<file path="src/acslr_consts.vh">
// Purpose: constants for the access-control / latency-tolerance register block
// Assumes: byte addresses on a 32-bit APB, one word per register
// Notes:   definitions only
`ifndef ACSLR_CONSTS_VH
`define ACSLR_CONSTS_VH

// register byte offsets
`define ACSLR_OFF_ACS_HDR      12'h220
`define ACSLR_OFF_ACS_CAPCTL   12'h224
`define ACSLR_OFF_EGRESS       12'h228
`define ACSLR_OFF_LTR_HDR      12'h230
`define ACSLR_OFF_LATENCY      12'h234

// capability header fields
`define ACSLR_ACS_CAP_ID       16'h000D
`define ACSLR_LTR_CAP_ID       16'h0018
`define ACSLR_CAP_VERSION      4'h1
`define ACSLR_NEXT_PTR         12'h240

// access-control capability fields
`define ACSLR_CAP_BITS         7'h7F
`define ACSLR_EGRESS_SIZE      8'h08
`define ACSLR_EN_LSB           16
`define ACSLR_EN_MSB           22
`define ACSLR_EN_RESET         7'h00
`define ACSLR_EGRESS_RESET     8'h00

// latency fields
`define ACSLR_SNOOP_VAL_MSB    9
`define ACSLR_SNOOP_SCL_LSB    10
`define ACSLR_SNOOP_SCL_MSB    12
`define ACSLR_NOSNP_VAL_LSB    16
`define ACSLR_NOSNP_VAL_MSB    25
`define ACSLR_NOSNP_SCL_LSB    26
`define ACSLR_NOSNP_SCL_MSB    28
`define ACSLR_LAT_VAL_RESET    10'h000
`define ACSLR_LAT_SCL_RESET    3'h0

`endif

</file>
<file path="src/acslr_field_reg.v">
// Purpose: one read-write configuration field with byte-lane write strobes
// Assumes: synchronous active-low reset, field sits at bit LSB of the word
// Notes:   bits outside the field are never stored
`timescale 1ns/100ps
`default_nettype none
module acslr_field_reg
#(
    parameter integer WIDTH = 8,
    parameter integer LSB   = 0
)
(
    input  wire              clock,
    input  wire              rstn,
    input  wire              writeEn,
    input  wire [3:0]        byteStrb,
    input  wire [31:0]       writeData,
    output reg  [WIDTH-1:0]  fieldQ
);
    genvar i;
    // each field bit takes its own byte lane strobe
    generate
        for (i = 0; i < WIDTH; i = i + 1)
        begin : gBit
            always @(posedge clock)
            begin
                if (!rstn)
                    fieldQ[i] <= 1'b0;
                else if (writeEn && byteStrb[(LSB + i) / 8])
                    fieldQ[i] <= writeData[LSB + i];
            end
        end
    endgenerate
endmodule
`default_nettype wire

</file>
<file path="src/acslr_cap_regs.v">
// Purpose: access-control and latency-tolerance capability registers of one port
// Assumes: APB slave, one wait state, port type fixed by an input strap
// Notes:   enables and egress vector leave as registered outputs to routing logic
//
// The APB register port is this design's own decision.
`timescale 1ns/100ps
`default_nettype none
`include "acslr_consts.vh"

// Operation
// - downstream access header reads ID 000Dh, version 1h, next pointer 240h
// - capability bits 0 to 6 read as one, read-only
// - capability bits 15:8 read 08h, the egress vector size
// - bit 16 source validation enable, read-write, reset zero
// - bit 17 translation blocking enable, read-write, reset zero
// - bit 18 request redirect enable, read-write, reset zero
// - bit 19 completion redirect enable, read-write, reset zero
// - bit 20 upstream forwarding enable, read-write, reset zero
// - bit 21 egress control enable, read-write, reset zero
// - bit 22 direct translated enable, read-write, reset zero; 31:23 reserved
// - egress vector bits 7:0 read-write, reset zero, set bit blocks peer port
// - upstream latency header reads ID 0018h, version 1h, next pointer 240h
// - latency bits 9:0 read-write snoop value, reset zero
// - latency bits 12:10 read-write snoop scale, reset zero; 15:13 reserved
// - latency bits 25:16 read-write no-snoop value, reset zero
module acslr_cap_regs
(
    input  wire        clock,
    input  wire        rstn,
    input  wire        isUpstream,
    input  wire        psel,
    input  wire        penable,
    input  wire        pwrite,
    input  wire [11:0] paddr,
    input  wire [31:0] pwdata,
    input  wire [3:0]  pstrb,
    output reg  [31:0] prdata,
    output reg         pready,
    output reg         pslverr,
    output reg  [6:0]  acsEnable,
    output reg  [7:0]  egressBlock,
    output reg  [9:0]  snoopLatValue,
    output reg  [2:0]  snoopLatScale,
    output reg  [9:0]  noSnoopLatValue,
    output reg  [2:0]  noSnoopLatScale
);
    // port type caught by a clocked process after reset release
    reg         upstream_q;
    wire        accessPhase;
    wire        writeAcc;
    wire        hitCapCtl;
    wire        hitEgress;
    wire        hitLatency;
    wire [6:0]  enField;
    wire [7:0]  egrField;
    wire [9:0]  snpVal;
    wire [2:0]  snpScl;
    wire [9:0]  nsnVal;
    wire [2:0]  nsnScl;
    reg  [31:0] readData_d;
    reg         known_d;

    always @(posedge clock)
    begin
        if (!rstn)
            upstream_q <= 1'b0;
        else
            upstream_q <= isUpstream;
    end

    // decode: each set is present only on its own port type
    assign accessPhase = psel && penable;
    assign writeAcc    = accessPhase && pwrite && !pready;
    assign hitCapCtl   = !upstream_q && (paddr == `ACSLR_OFF_ACS_CAPCTL);
    assign hitEgress   = !upstream_q && (paddr == `ACSLR_OFF_EGRESS);
    assign hitLatency  = upstream_q && (paddr == `ACSLR_OFF_LATENCY);

    // access-control enables, bits 22:16
    acslr_field_reg #(.WIDTH(7), .LSB(`ACSLR_EN_LSB)) uEnable
    (
        .clock     (clock),
        .rstn      (rstn),
        .writeEn   (writeAcc && hitCapCtl),
        .byteStrb  (pstrb),
        .writeData (pwdata),
        .fieldQ    (enField)
    );

    // egress block vector, bits 7:0
    acslr_field_reg #(.WIDTH(8), .LSB(0)) uEgress
    (
        .clock     (clock),
        .rstn      (rstn),
        .writeEn   (writeAcc && hitEgress),
        .byteStrb  (pstrb),
        .writeData (pwdata),
        .fieldQ    (egrField)
    );

    // snoop latency value and scale
    acslr_field_reg #(.WIDTH(10), .LSB(0)) uSnpVal
    (
        .clock     (clock),
        .rstn      (rstn),
        .writeEn   (writeAcc && hitLatency),
        .byteStrb  (pstrb),
        .writeData (pwdata),
        .fieldQ    (snpVal)
    );

    acslr_field_reg #(.WIDTH(3), .LSB(`ACSLR_SNOOP_SCL_LSB)) uSnpScl
    (
        .clock     (clock),
        .rstn      (rstn),
        .writeEn   (writeAcc && hitLatency),
        .byteStrb  (pstrb),
        .writeData (pwdata),
        .fieldQ    (snpScl)
    );

    // no-snoop latency value and scale
    acslr_field_reg #(.WIDTH(10), .LSB(`ACSLR_NOSNP_VAL_LSB)) uNsnVal
    (
        .clock     (clock),
        .rstn      (rstn),
        .writeEn   (writeAcc && hitLatency),
        .byteStrb  (pstrb),
        .writeData (pwdata),
        .fieldQ    (nsnVal)
    );

    acslr_field_reg #(.WIDTH(3), .LSB(`ACSLR_NOSNP_SCL_LSB)) uNsnScl
    (
        .clock     (clock),
        .rstn      (rstn),
        .writeEn   (writeAcc && hitLatency),
        .byteStrb  (pstrb),
        .writeData (pwdata),
        .fieldQ    (nsnScl)
    );

    // read mux; reserved bits and absent set read zero
    always @*
    begin
        readData_d = 32'h0000_0000;
        known_d    = 1'b1;
        case (paddr)
            `ACSLR_OFF_ACS_HDR:
            begin
                if (!upstream_q)
                    readData_d = {`ACSLR_NEXT_PTR, `ACSLR_CAP_VERSION,
                                  `ACSLR_ACS_CAP_ID};
            end
            `ACSLR_OFF_ACS_CAPCTL:
            begin
                if (!upstream_q)
                    readData_d = {9'h000, enField, `ACSLR_EGRESS_SIZE,
                                  1'b0, `ACSLR_CAP_BITS};
            end
            `ACSLR_OFF_EGRESS:
            begin
                if (!upstream_q)
                    readData_d = {24'h00_0000, egrField};
            end
            `ACSLR_OFF_LTR_HDR:
            begin
                if (upstream_q)
                    readData_d = {`ACSLR_NEXT_PTR, `ACSLR_CAP_VERSION,
                                  `ACSLR_LTR_CAP_ID};
            end
            `ACSLR_OFF_LATENCY:
            begin
                if (upstream_q)
                    readData_d = {3'h0, nsnScl, nsnVal, 3'h0, snpScl, snpVal};
            end
            default:
            begin
                readData_d = 32'h0000_0000;
                known_d    = 1'b0;
            end
        endcase
    end

    // one wait state: answer in the cycle after the first access cycle
    always @(posedge clock)
    begin
        if (!rstn)
        begin
            pready  <= 1'b0;
            prdata  <= 32'h0000_0000;
            pslverr <= 1'b0;
        end
        else if (accessPhase && !pready)
        begin
            pready  <= 1'b1;
            prdata  <= pwrite ? 32'h0000_0000 : readData_d;
            pslverr <= !known_d;
        end
        else
        begin
            pready  <= 1'b0;
            pslverr <= 1'b0;
        end
    end

    // registered copies to routing logic
    always @(posedge clock)
    begin
        if (!rstn)
        begin
            acsEnable       <= `ACSLR_EN_RESET;
            egressBlock     <= `ACSLR_EGRESS_RESET;
            snoopLatValue   <= `ACSLR_LAT_VAL_RESET;
            snoopLatScale   <= `ACSLR_LAT_SCL_RESET;
            noSnoopLatValue <= `ACSLR_LAT_VAL_RESET;
            noSnoopLatScale <= `ACSLR_LAT_SCL_RESET;
        end
        else
        begin
            acsEnable       <= upstream_q ? 7'h00 : enField;
            egressBlock     <= upstream_q ? 8'h00 : egrField;
            snoopLatValue   <= snpVal;
            snoopLatScale   <= snpScl;
            noSnoopLatValue <= nsnVal;
            noSnoopLatScale <= nsnScl;
        end
    end
endmodule
`default_nettype wire

</file>
<file path="config.mk">
export PLATFORM = sky130hd
export DESIGN_NAME = acslr_cap_regs
export DESIGN_NICKNAME = d
export VERILOG_FILES = /design/src/acslr_field_reg.v /design/src/acslr_cap_regs.v
export VERILOG_INCLUDE_DIRS = /design/src
export SDC_FILE = /design/constraint.sdc
export NUM_CORES = 1
export LEC_CHECK = 0
export BUFFER_PORTS_ARGS = -buffer_cell sky130_fd_sc_hd__buf_2
export CAP_MARGIN = 20
export CELL_PAD_IN_SITES_DETAIL_PLACEMENT = 0
export CELL_PAD_IN_SITES_GLOBAL_PLACEMENT = 1
export CORE_MARGIN = 1.5
export CORE_UTILIZATION = 40
export DETAILED_ROUTE_END_ITERATION = 8
export HOLD_SLACK_MARGIN = 0.03
export PLACE_DENSITY = 0.81
export SETUP_SLACK_MARGIN = 0.2
export SYNTH_ARGS = -nofsm -noshare
export SYNTH_HDL_FRONTEND = slang
export SYNTH_SLANG_ARGS = --single-unit
export TNS_END_PERCENT = 50
</file>
<file path="constraint.sdc">
create_clock -name clock -period 3.1 [get_ports clock]
set_clock_uncertainty 0.1 [all_clocks]
set_input_delay 0.155 -clock clock [delete_from_list [all_inputs] [get_ports clock]]
set_output_delay 0.155 -clock clock [all_outputs]
set_load 0.01 [all_outputs]
</file>
**Word-level counts from Yosys, hierarchy flattened**

Index checks and enable logic that the tools add are counted.

- Register bits after elaboration: 117
- Bits of input ports: 54
- Output and inout port bits: 75
- Logic and storage cells: 88

- Eq/ne operators: 5
- Mux-type cells: 9
- Bitwise operators: 1
- Reduce and logical (&&, ||, !) cells: 22

Operators by type and width:

| operator | count |
|---|---|
| $pmux 32 s5 | 1 |
| $eq 12x10->1 const B | 5 |
| $mux 30 | 2 |
| $mux 32 | 1 |
| $mux 29 | 1 |
| $mux 23 | 1 |
| $logic_and 1x1->1 | 16 |
| $mux 8 | 1 |
| $reduce_or 5->1 | 1 |
| $logic_not 1->1 | 3 |
| $mux 1 | 2 |
| $reduce_and 2->1 | 1 |
| $reduce_or 2->1 | 1 |
| $not 1->1 | 1 |

**Logic depth before layout (Yosys ltp)**

Gate-level depths: netlist (run 1).

- Depth after elaboration: 5
- Depth in mapped cells: 7
- Gate-level depth less buffers: 4

**Hierarchy**

A second synthesis (run 1) with hierarchy kept.

- Cell total of the unflattened synthesis: 458
- Area, all modules: 4304.1 um^2

By module, submodules not included:

| module | instances | cells an instance | area an instance (um^2) | sequential area each (um^2) |
|---|---|---|---|---|
| acslr_cap_regs | 1 | 268 | 2522.4 | 1421.4 |
| acslr_field_reg at uNsnVal ... | 2 | 47 | 432.9 | 200.2 |
| acslr_field_reg at uEgress | 1 | 38 | 359.1 | 160.2 |
| acslr_field_reg at uEnable | 1 | 32 | 306.5 | 140.1 |
| acslr_field_reg at uNsnScl ... | 2 | 13 | 125.1 | 60.1 |

**Worst setup path before layout (run 1)**

No wires, ideal clock.

- Path type: input -> register
- Start point: input paddr[8]
- End point: register uEgress.fieldQ[0]
- Setup time: 0.072 ns
- Data arrival time: 1.551 ns
- Required time: 2.928 ns
- Setup slack: 1.377 ns
- Stages: 6
- Path buffers: 2
- Cells stage by stage: or4b_1 buf_2 nor3_4 and4_4 buf_12 mux2i_1

- Cells in the longest elaborated chain, start to end: 4

RTL lines:

| item | RTL line | source |
|---|---|---|
| start: declaration | acslr_cap_regs.v:34 | `input wire [11:0] paddr,` |
| $eq 12x10->1 | n/a |  |
| $logic_and 1x1->1 | acslr_cap_regs.v:75 | `` assign hitEgress = !upstream_q && (paddr == `ACSLR_OFF_EGRESS); `` |
| $logic_and 1x1->1 | acslr_cap_regs.v:94 | `.writeEn (writeAcc && hitEgress),` |
| $logic_and 1x1->1 | acslr_field_reg.v:28 | `else if (writeEn && byteStrb[(LSB + i) / 8])` |
| end signal: indexed assignment | acslr_field_reg.v:29 | `fieldQ[i] <= writeData[LSB + i];` |
| end: declaration | acslr_field_reg.v:17 | `output reg [WIDTH-1:0] fieldQ` |

Every way passes these cells.
A chain may end at the register's enable or synchronous reset.

**Worst setup path after layout (run 1)**

- Start point: register upstream_q
- End point: register uSnpScl.fieldQ[2]

- Cells in the longest elaborated chain, start to end: 3

RTL lines:

| item | RTL line | source |
|---|---|---|
| start: declaration | acslr_cap_regs.v:48 | `reg upstream_q;` |
| start signal: assignment | acslr_cap_regs.v:68 | `upstream_q <= isUpstream;` |
| $logic_and 1x1->1 | acslr_cap_regs.v:76 | `` assign hitLatency = upstream_q && (paddr == `ACSLR_OFF_LATENCY); `` |
| $logic_and 1x1->1 | acslr_cap_regs.v:115 | `.writeEn (writeAcc && hitLatency),` |
| $logic_and 1x1->1 | acslr_field_reg.v:28 |  |
| end signal: indexed assignment | acslr_field_reg.v:29 |  |
| end: declaration | acslr_field_reg.v:17 |  |

Every way passes these cells.

==> results of run 1 <==
## through the flow
stage	std cells	hold slack, ns
global route	741	0.09113
floorplan	462	0.1823
detailed placement	686	0.2810
finish	741	0.05677
CTS	739	0.04724
global placement	686	0.2725
## state kept, by name, indices dropped and copies added, names as in the netlist, 3 cells and up
name             count
prdata              27
noSnoopLatValue     10
snoopLatValue       10
uNsnVal.fieldQ      10
uSnpVal.fieldQ      10
egressBlock          8
uEgress.fieldQ       8
acsEnable            7
uEnable.fieldQ       7
noSnoopLatScale      3
snoopLatScale        3
uNsnScl.fieldQ       3
uSnpScl.fieldQ       3
## per-layer routing
metal	share of wire, %	GRT usage (%)	vias to the layer above
li1	-	-	1861
met1	45	26.53	1799
met2	45	32.56	144
met5	0	0	-
met4	3.0	10.14	0
met3	7.6	4.391	25
## synth_stat cells, drive strengths merged, types with 9 or more instances
library cell | count | area, um^2
a21oi | 34 | 170.2
a22oi | 9 | 67.56
and2 | 25 | 156.4
buf | 20 | 155.2
clkbuf | 14 | 52.55
dfxtp | 112 | 2242
inv | 19 | 71.32
mux2i | 16 | 160.2
nand2 | 58 | 217.7
nand3 | 33 | 165.2
nand4 | 12 | 75.07
nor2 | 11 | 43.80
o21ai | 51 | 255.3
## worst max path at each step
| stage | endpoint | slack (ns) | depth (start not counted) |
|---|---|---|---|
| after global routing | prdata[5] | 0.64 | 4 |
| after global placement | prdata[6] | 0.88 | 5 |
| after detailed placement | prdata[1] | 0.82 | 5 |
| final | uSnpScl.fieldQ[2] | 0.75 | 6 |
| after floorplan | uEgress.fieldQ[0] | 1.38 | 6 |
| after CTS | prdata[1] | 0.81 | 4 |
## layout make-up
type	count	area, um^2	area share, %
Sequential cell	112	2242	41.56
Inverter	19	71.32	1.322
Tap cell	136	170.2	3.154
Timing Repair Buffer	161	1015	18.81
Multi-Input combinational cell	297	1722	31.91
Clock inverter	4	30.03	0.5566
Clock buffer	12	145.1	2.690
## power by group through the flow
stage	logic (mW)	registers, mW	clock network [mW]
CTS	0.149	1.44	0.816
global placement	0.122	1.48	0
finish	0.154	1.44	0.803
detailed placement	0.122	1.48	0
floorplan	0.0722	1.47	0
global route	0.168	1.44	0.873
## worst min-delay path, delay by kind of cell
family                 cells  cell delay [ns]
AO/OA/AOI/OAI              1             0.06
AND/OR/NAND/NOR            2             0.15
buffers and inverters      1             0.14
## kinds of logic (layout without fill, tap and decap cells)
logic type | Yosys count | after routing | share of synthesized area, %
simple gates | 171 | 171 | 22.43
flops | 112 | 112 | 53.03
compound gates | 104 | 104 | 13.85
buf+inv | 53 | 196 | 6.600
mux | 16 | 16 | 3.788
other cells | 1 | 5 | 0.08870
xor+xnor | 1 | 1 | 0.2072
==> run metrics, run 1 <==
WHS Endpoint=prdata[29]; # diodes=0; prevailing post-synth register cell=dfxtp_1; sequential power share=60.1%; # setup viols final=0; pre-CTS WS=0.8173 ns; Net count, final=654; crit path launch type=flip-flop; vias in the first global route=3701; register bit total from synthesis=112; power density over the cells=444.8 nW/um^2; Tot GR Track Use=20.56%; Reg2Reg Depth=6; HP Class=in2reg; core area=10280 um^2; CP delay by family, top=buffers and inverters; asr flop ratio synth=0%; Final Cell Area=5395 um^2; Slew Limit Fails=0; htree depth=3; Die Span X=105.8 um; Peak VDD IR=0.2119 mV; Logic pwr share=6.4%; internal power=1.822 mW; first-pass GRT wire length=18.08 mm; total number of vias=3829; relative slew slack=48.95%; # resized after CTS=0; Final min period=2.345 ns; Avg WL per Cell=15.14 um; crit-path max cell delay=0.68 ns; CTS max path bufs=2; post-DP HPWL=7.647 mm; CTS tree=yes; warnings from Yosys=0; remaining global-route overflow=0; most frequent cells in the layout=buf_2 (117), dfxtp_1 (112), nand2_1 (58); Final Util=52.50%; worst endpoint data arrival time=2.56 ns; Tcrit/Tclk final=75.66%; share of layout cells above drive strength 1=24.96%; Worst-Skew Late Latency=0.39 ns; CP Launch Point=upstream_q; Max Cap Viol=0; Switching Fraction=24.10%; largest net degree at the start of global routing=54; Post-synth EDFFs=0; fmax=426.4 MHz; die area=11200 um^2; Critical Path, Cell by Cell=nand4b_1 -> nor2_1 -> buf_4 -> nand4_1 -> dlygate4sd3_1 -> a21oi_1; 1st-pass router iterations=4; Crit Path Class=reg2reg; Final Total Pwr=2.400 mW; Routed Antenna Nets=0; I/O Pins=129; Root Buffer=clkbuf_8; post-synthesis average cell area=9.231 um^2; Hold Startpoint=pwrite; number of library cell types mapped by synthesis=48; total detailed-routing wirelength=11.22 mm; Num CTS Buffers=9; CTS clk-pin slew, worst paths=0.10 ns; # clock sinks=112; CP max FO=14; DR iter-0 viols=181; setup TNS=0 ns; CP max stage cell=dfxtp_1; Placed Area=4828 um^2; most common cell after layout, fill and taps aside=buf_2; initial antenna violation count=0; Post-CTS Repair Setup Buffers=0; hold buffer count at cts=37; CP Buf/Inv Count=2; net switching power=0.5783 mW; Area Overhead vs Synth=27.61%; Row Count=37; CP Data Required Time=3.31 ns; gate count of the mapped netlist=458; reg-to-reg slack, setup=0.75 ns; outcome=complete, no violations; Worst setup EP type=flip-flop; RD Place Congestion=0.7969; final worst slack=0.7545 ns; synthesized area=4228 um^2; Initial Utilization=41.14%; FF-to-FF Start=upstream_q; final hold viol count=0; Filler cells=999; Worst-Margin Slew=0.7641 ns; RSZ-0062 raised after global routing=false; Hold Crit Depth=4; die height=105.8 um; DRC=0; Lkg Pwr=2.303 nW; Port Buffer Count=117; r2r endpoint=uSnpScl.fieldQ[2]; Clk pwr share=33.4%; average vias per placed instance=5.167; Seq/Total Area, Yosys=53.03%
Power figures use the tool's default switching activity.
==> run 2: changes to the inputs <==
--- a/config.mk
+++ b/config.mk
@@ -11,10 +11,10 @@
 export CELL_PAD_IN_SITES_DETAIL_PLACEMENT = 0
 export CELL_PAD_IN_SITES_GLOBAL_PLACEMENT = 1
 export CORE_MARGIN = 1.5
-export CORE_UTILIZATION = 40
+export CORE_UTILIZATION = 38
 export DETAILED_ROUTE_END_ITERATION = 8
 export HOLD_SLACK_MARGIN = 0.03
-export PLACE_DENSITY = 0.81
+export PLACE_DENSITY = 0.78
 export SETUP_SLACK_MARGIN = 0.2
 export SYNTH_ARGS = -nofsm -noshare
 export SYNTH_HDL_FRONTEND = slang
==> constraint.sdc (replaced) <==
create_clock -name clock -period 2.4 [get_ports clock]
set_clock_uncertainty 0.1 [all_clocks]
set_input_delay 0.12 -clock clock [delete_from_list [all_inputs] [get_ports clock]]
set_output_delay 0.12 -clock clock [all_outputs]
set_load 0.01 [all_outputs]
==> run 2 against run 1 <==
Compared with the run above: first-iteration DRC count grew 6.6%; sequential power grew 29%; wire length grew 2.6%; via count shrank 1.7%; non-clock buffer count grew 5; die area grew 5.1%; largest power group unchanged; clock power grew 39%; count of clock-buffer cells in the layout is the same; worst hold slack gained 0.032 ns.
==> run metrics, run 2 (synthesized netlist as in run 1, its figures left out) <==
RD Place Congestion=0.7800 (-2.1%); CP Launch Point=paddr[8]; Filler cells=1048 (+4.9%); Area Overhead vs Synth=29.12%; vias in the first global route=3723 (+0.59%); total detailed-routing wirelength=11.51 mm (+2.6%); sequential power share=58.5% (-1.6 points); CP max stage cell=nor4b_1; Root Buffer=clkbuf_8; CP delay by family, top=simple AND/OR/NAND/NOR gates; remaining global-route overflow=0 (unchanged); Crit Path Class=in2reg; crit path launch type=input pin; internal power=2.460 mW (+35%); Worst-Margin Slew=0.9917 ns (+0.2276 ns); largest net degree at the start of global routing=54 (unchanged); # clock sinks=112 (unchanged); Slew Limit Fails=0 (unchanged); CP Buf/Inv Count=2 (unchanged); Tot GR Track Use=20.00% (-0.56 points); die height=108.5 um (+2.5%); I/O Pins=129 (unchanged); Tcrit/Tclk final=87.65%; relative slew slack=33.64% (-15 points); outcome=complete, no violations; die area=11770 um^2 (+5.1%); crit-path max cell delay=0.68 ns (about the same); reg-to-reg slack, setup=0.37 ns (-0.38 ns); Hold Startpoint=pwrite; post-DP HPWL=7.954 mm (+4.0%); CP max FO=10 (-4); Initial Utilization=39.00% (-2.1 points); Peak VDD IR=0.2629 mV (+24%); M1 wire length=5.198 mm (+4.0%); most frequent cells in the layout=buf_2 (117), dfxtp_1 (111), nand2_1 (58); first-pass GRT wire length=18.10 mm (about the same); final worst slack=0.2963 ns (-0.4582 ns); HP Class=in2reg; most common cell after layout, fill and taps aside=buf_2; FF-to-FF Start=pready; # setup viols final=0 (unchanged); Clk pwr share=35.1% (+1.7 points); CP Data Required Time=2.59 ns (-0.72 ns); max layer used=met4; average vias per placed instance=5.020 (-2.9%); core area=10840 um^2 (+5.5%); DR iter-0 viols=193 (+6.6%); Row Count=38 (+2.7%); Final min period=2.104 ns; CTS clk-pin slew, worst paths=0.09 ns (about the same); Net count, final=659 (+0.76%); DRC=0 (unchanged); Final Total Pwr=3.184 mW (+33%); Worst setup EP type=flip-flop; met3 wire len=604 um (-29%); Lkg Pwr=2.332 nW (+1.3%); RSZ-0062 raised after global routing=false; CTS max path bufs=2 (unchanged); Num CTS Buffers=9 (unchanged); power density over the cells=583.2 nW/um^2 (+31%); net switching power=0.7239 mW (+25%); final hold viol count=0 (unchanged); total number of vias=3765 (-1.7%); share of layout cells above drive strength 1=25.90% (+0.94 points); hold_ws=0.08833 ns (+0.03156 ns); Die Span X=108.5 um (+2.5%); initial antenna violation count=0 (unchanged); Critical Path, Cell by Cell=buf_2 -> nor4b_1 -> and3_1 -> nand4_1 -> dlygate4sd3_1 -> a21oi_1; Reg with most FFs=prdata; setup TNS=0 ns (unchanged); fmax=475.4 MHz; Switching Fraction=22.74% (-1.4 points); Avg WL per Cell=15.35 um (+1.3%); max reg flops=27 (unchanged); Logic pwr share=6.4% (about the same); worst endpoint data arrival time=2.30 ns (-0.26 ns); Max Cap Viol=0 (unchanged); # diodes=0 (unchanged); Worst-Skew Late Latency=0.36 ns (-0.03 ns); 1st-pass router iterations=4 (unchanged); Routed Antenna Nets=0 (unchanged); pre-CTS WS=0.3041 ns (-0.5132 ns); met2 WL post-DR=5.453 mm (+8.3%); Port Buffer Count=117 (unchanged); CTS tree=yes; htree depth=3 (unchanged)
run 2: changes by cell type in the layout (fill, tap and decap cells not counted), sizes merged:
cell,change
buf,+6
bufinv,+1
clkinv,-2
clkbuf,-1
clkinvlp,+1
run 2: what timing repair did:
item,CTS,global route
endpoints found under the hold margin,42,0
gates resized for setup,0,2
endpoints found under the setup margin,0,10
hold buffers,37,0
buffers inserted,0,0
run 2: final timing paths:
path | cells past startpoint | to
max reg2reg | 5 | uNsnVal.fieldQ[8]
max | 6 | uNsnVal.fieldQ[8]
min reg2reg | 2 | prdata[19]
min | 4 | prdata[29]
run 2: stage by stage:
stage                     instances  area [um^2]  util, %
after floorplan                 462         4243        -
after global placement          697         4886    45.07
after detailed placement        697         4886    45.07
after CTS                       750         5455    50.32
after global routing            750         5459    50.36
final                           750         5459    50.36
run 2: worst register-to-register path, stage by stage (launching register included):
cell and delay (ns):
dfxtp_1 0.34, and4b_1 0.25, and3_1 0.39, nand4_1 0.15
dlygate4sd3_1 0.58, a21oi_1 0.16
run 2: power by group through the flow:
stage | Sequential (mW) | Combinational (mW) | Clock, mW
3_5_place_dp | 1.90 | 0.171 | 0
3_3_place_gp | 1.90 | 0.169 | 0
4_1_cts | 1.86 | 0.205 | 1.15
5_1_grt | 1.86 | 0.224 | 1.22
6_report | 1.86 | 0.205 | 1.12
2_1_floorplan | 1.90 | 0.0933 | 0
run 2: final cells by class:
type / instances / area, um^2 / area share [%]
Timing Repair Buffer: 166 / 1046 / 19.16
Clock inverter: 4 / 53.80 / 0.9856
Tap cell: 140 / 175.2 / 3.209
Multi-Input combinational cell: 297 / 1724 / 31.58
Sequential cell: 112 / 2243 / 41.10
Inverter: 19 / 71.32 / 1.306
Clock buffer: 12 / 145.1 / 2.659
run 2: per-layer routing:
layer  vias up  GRT usage, %
met5         -             0
met4         0         9.211
met3        20         3.858
met2        99         32.52
met1      1771         25.55
li1       1875             -
==> run 3: changes to the inputs <==
--- a/config.mk
+++ b/config.mk
@@ -14,7 +14,7 @@
 export CORE_UTILIZATION = 38
 export DETAILED_ROUTE_END_ITERATION = 8
 export HOLD_SLACK_MARGIN = 0.03
-export PLACE_DENSITY = 0.78
+export PLACE_DENSITY_LB_ADDON = 0.25
 export SETUP_SLACK_MARGIN = 0.2
 export SYNTH_ARGS = -nofsm -noshare
 export SYNTH_HDL_FRONTEND = slang
==> run 3 against run 2 <==
Compared with the run above: sequential cell count is the same; register-to-register slack better by 0.11 ns; core utilization down 0.48 points; wire length down 0.98%; combinational power about the same; count of clock-buffer cells in the layout decreased by 2; die area did not move; largest cell class unchanged; largest power group unchanged; critical path depth decreased by 2; sequential power about the same; clock power rose by 11%; non-clock buffer count is 7 lower; worst setup slack improved by 0.18 ns.
==> run metrics, run 3 (synthesized netlist as in run 1, its figures left out) <==
WHS Endpoint=prdata[29]; final worst slack=0.4753 ns (+0.1790 ns); Tcrit/Tclk final=80.19% (-7.5 points); Area Overhead vs Synth=27.88%; CTS max path bufs=2 (unchanged); Final min period=1.925 ns (-0.1790 ns); Net count, final=652 (-1.1%); power density over the cells=611.9 nW/um^2 (+4.9%); reg-to-reg slack, setup=0.48 ns (+0.11 ns); Worst-Margin Slew=0.5992 ns (-0.3924 ns); Worst-Skew Late Latency=0.37 ns (about the same); largest net degree at the start of global routing=54 (unchanged); total number of vias=3725 (-1.1%); # diodes=0 (unchanged); Avg WL per Cell=15.34 um (about the same); Max Cap Viol=0 (unchanged); most common cell after layout, fill and taps aside=buf_2; final hold viol count=0 (unchanged); Hold Startpoint=pwrite; CP max FO=14 (+4); CTS tree=yes; FF-to-FF Start=upstream_q; htree depth=3 (unchanged); die height=108.5 um (unchanged); CP Buf/Inv Count=0 (-2); core area=10840 um^2 (unchanged); die area=11770 um^2 (unchanged); average vias per placed instance=5.013 (-0.13%); Initial Utilization=39.00% (unchanged); remaining global-route overflow=0 (unchanged); outcome=complete, no violations; relative slew slack=59.90% (+26 points); crit-path max cell delay=0.67 ns (about the same); Reg2Reg Depth=4 (-1); first-pass GRT wire length=17.61 mm (-2.7%); most frequent cells in the layout=buf_2 (117), dfxtp_1 (111), nand2_1 (58); Final Util=49.87% (-0.48 points); Slew Limit Fails=0 (unchanged); # setup viols final=0 (unchanged); CTS clk-pin slew, worst paths=0.10 ns (about the same); total detailed-routing wirelength=11.40 mm (-0.98%); DR iter-0 viols=148 (-23%); RSZ-0062 raised after global routing=false; vias in the first global route=3485 (-6.4%); CP max stage cell=or4b_2; hold_ws=0.09865 ns (+0.01032 ns); RD Place Congestion=0.7727 (-0.94%); Final Cell Area=5406 um^2 (-0.96%); Lkg Pwr=2.346 nW (+0.59%); pre-CTS WS=0.3169 ns (+0.01284 ns); CP delay by family, top=simple AND/OR/NAND/NOR gates; 1st-pass router iterations=4 (unchanged); Critical Path, Cell by Cell=or4b_2 -> nor4_4 -> a22oi_1 -> o21ai_1; # clock sinks=112 (unchanged); Peak VDD IR=0.3900 mV (+48%); Routed Antenna Nets=0 (unchanged); Hold Crit Depth=4 (unchanged); Num CTS Buffers=9 (unchanged); Reg with most FFs=prdata; Tot GR Track Use=19.75% (-0.25 points); Die Span X=108.5 um (unchanged); worst endpoint data arrival time=2.13 ns (-0.17 ns); Placed Area=4886 um^2 (unchanged); initial antenna violation count=0 (unchanged); HP Class=in2reg; DRC=0 (unchanged); crit path launch type=flip-flop; I/O Pins=129 (unchanged); Root Buffer=clkbuf_8; max reg flops=27 (unchanged); CP Data Required Time=2.61 ns (+0.02 ns); Crit Path Class=reg2reg; r2r endpoint=prdata[22]; setup TNS=0 ns (unchanged); Port Buffer Count=117 (unchanged); Post-CTS Repair Setup Buffers=0 (unchanged); fmax=519.6 MHz (+9.3%); share of layout cells above drive strength 1=26.37% (+0.47 points); Worst setup EP type=flip-flop; Row Count=38 (unchanged); post-DP HPWL=7.939 mm (-0.19%)
## run 3: area by class of cell
cell class	instances	area (um^2)
multi-input cells	297	1722
well taps	140	175.2
flip-flops and latches	112	2243
inverters	19	71.32
clock inverters	6	93.84
clock buffers	10	127.6
repair buffers	159	973.4
fillers	1055	5434
## run 3: timing repair
| action | in CTS | in global routing |
|---|---|---|
| resized for setup | 0 | 1 |
| setup endpoints to repair | 0 | 9 |
| hold buffers | 29 | 0 |
| endpoints found under the hold margin | 42 | 0 |
## run 3: how the worst max path moves through the flow
| stage | startpoint | end | slack, ns | depth (start not counted) |
|---|---|---|---|---|
| finish | upstream_q | prdata[22] | 0.48 | 4 |
| global route | upstream_q | prdata[9] | 0.31 | 4 |
| CTS | upstream_q | prdata[22] | 0.34 | 4 |
| detailed placement | paddr[8] | prdata[22] | 0.32 | 6 |
| global placement | paddr[8] | prdata[20] | 0.36 | 6 |
| floorplan | paddr[8] | uEgress.fieldQ[0] | 0.71 | 6 |
## run 3: worst register-to-register path, stage by stage (launching register included)
cell and delay (ns):
dfxtp_2 0.42, or4b_2 0.67, nor4_4 0.38, a22oi_1 0.13, o21ai_1 0.16
## run 3: metrics by stage
step / std cells / power, mW
detailed placement: 697 / 2.076
global placement: 697 / 2.073
floorplan: 462 / 1.998
CTS: 742 / 3.343
global route: 743 / 3.434
finish: 743 / 3.308
## run 3: per-layer routing
layer	routed length (um)	global-route usage, %	up-vias
met2	5129	31.31	120
met4	104	5.639	0
li1	-	-	1858
met5	0	0	-
met1	5320	26.45	1737
met3	844	5.184	10
## run 3: where the power goes
part	switching (mW)	total (mW)	internal, mW
clock	0.642	1.24	0.594
combinational	0.119	0.208	0.0889
sequential	0.00464	1.86	1.86
total	0.766	3.31	2.54
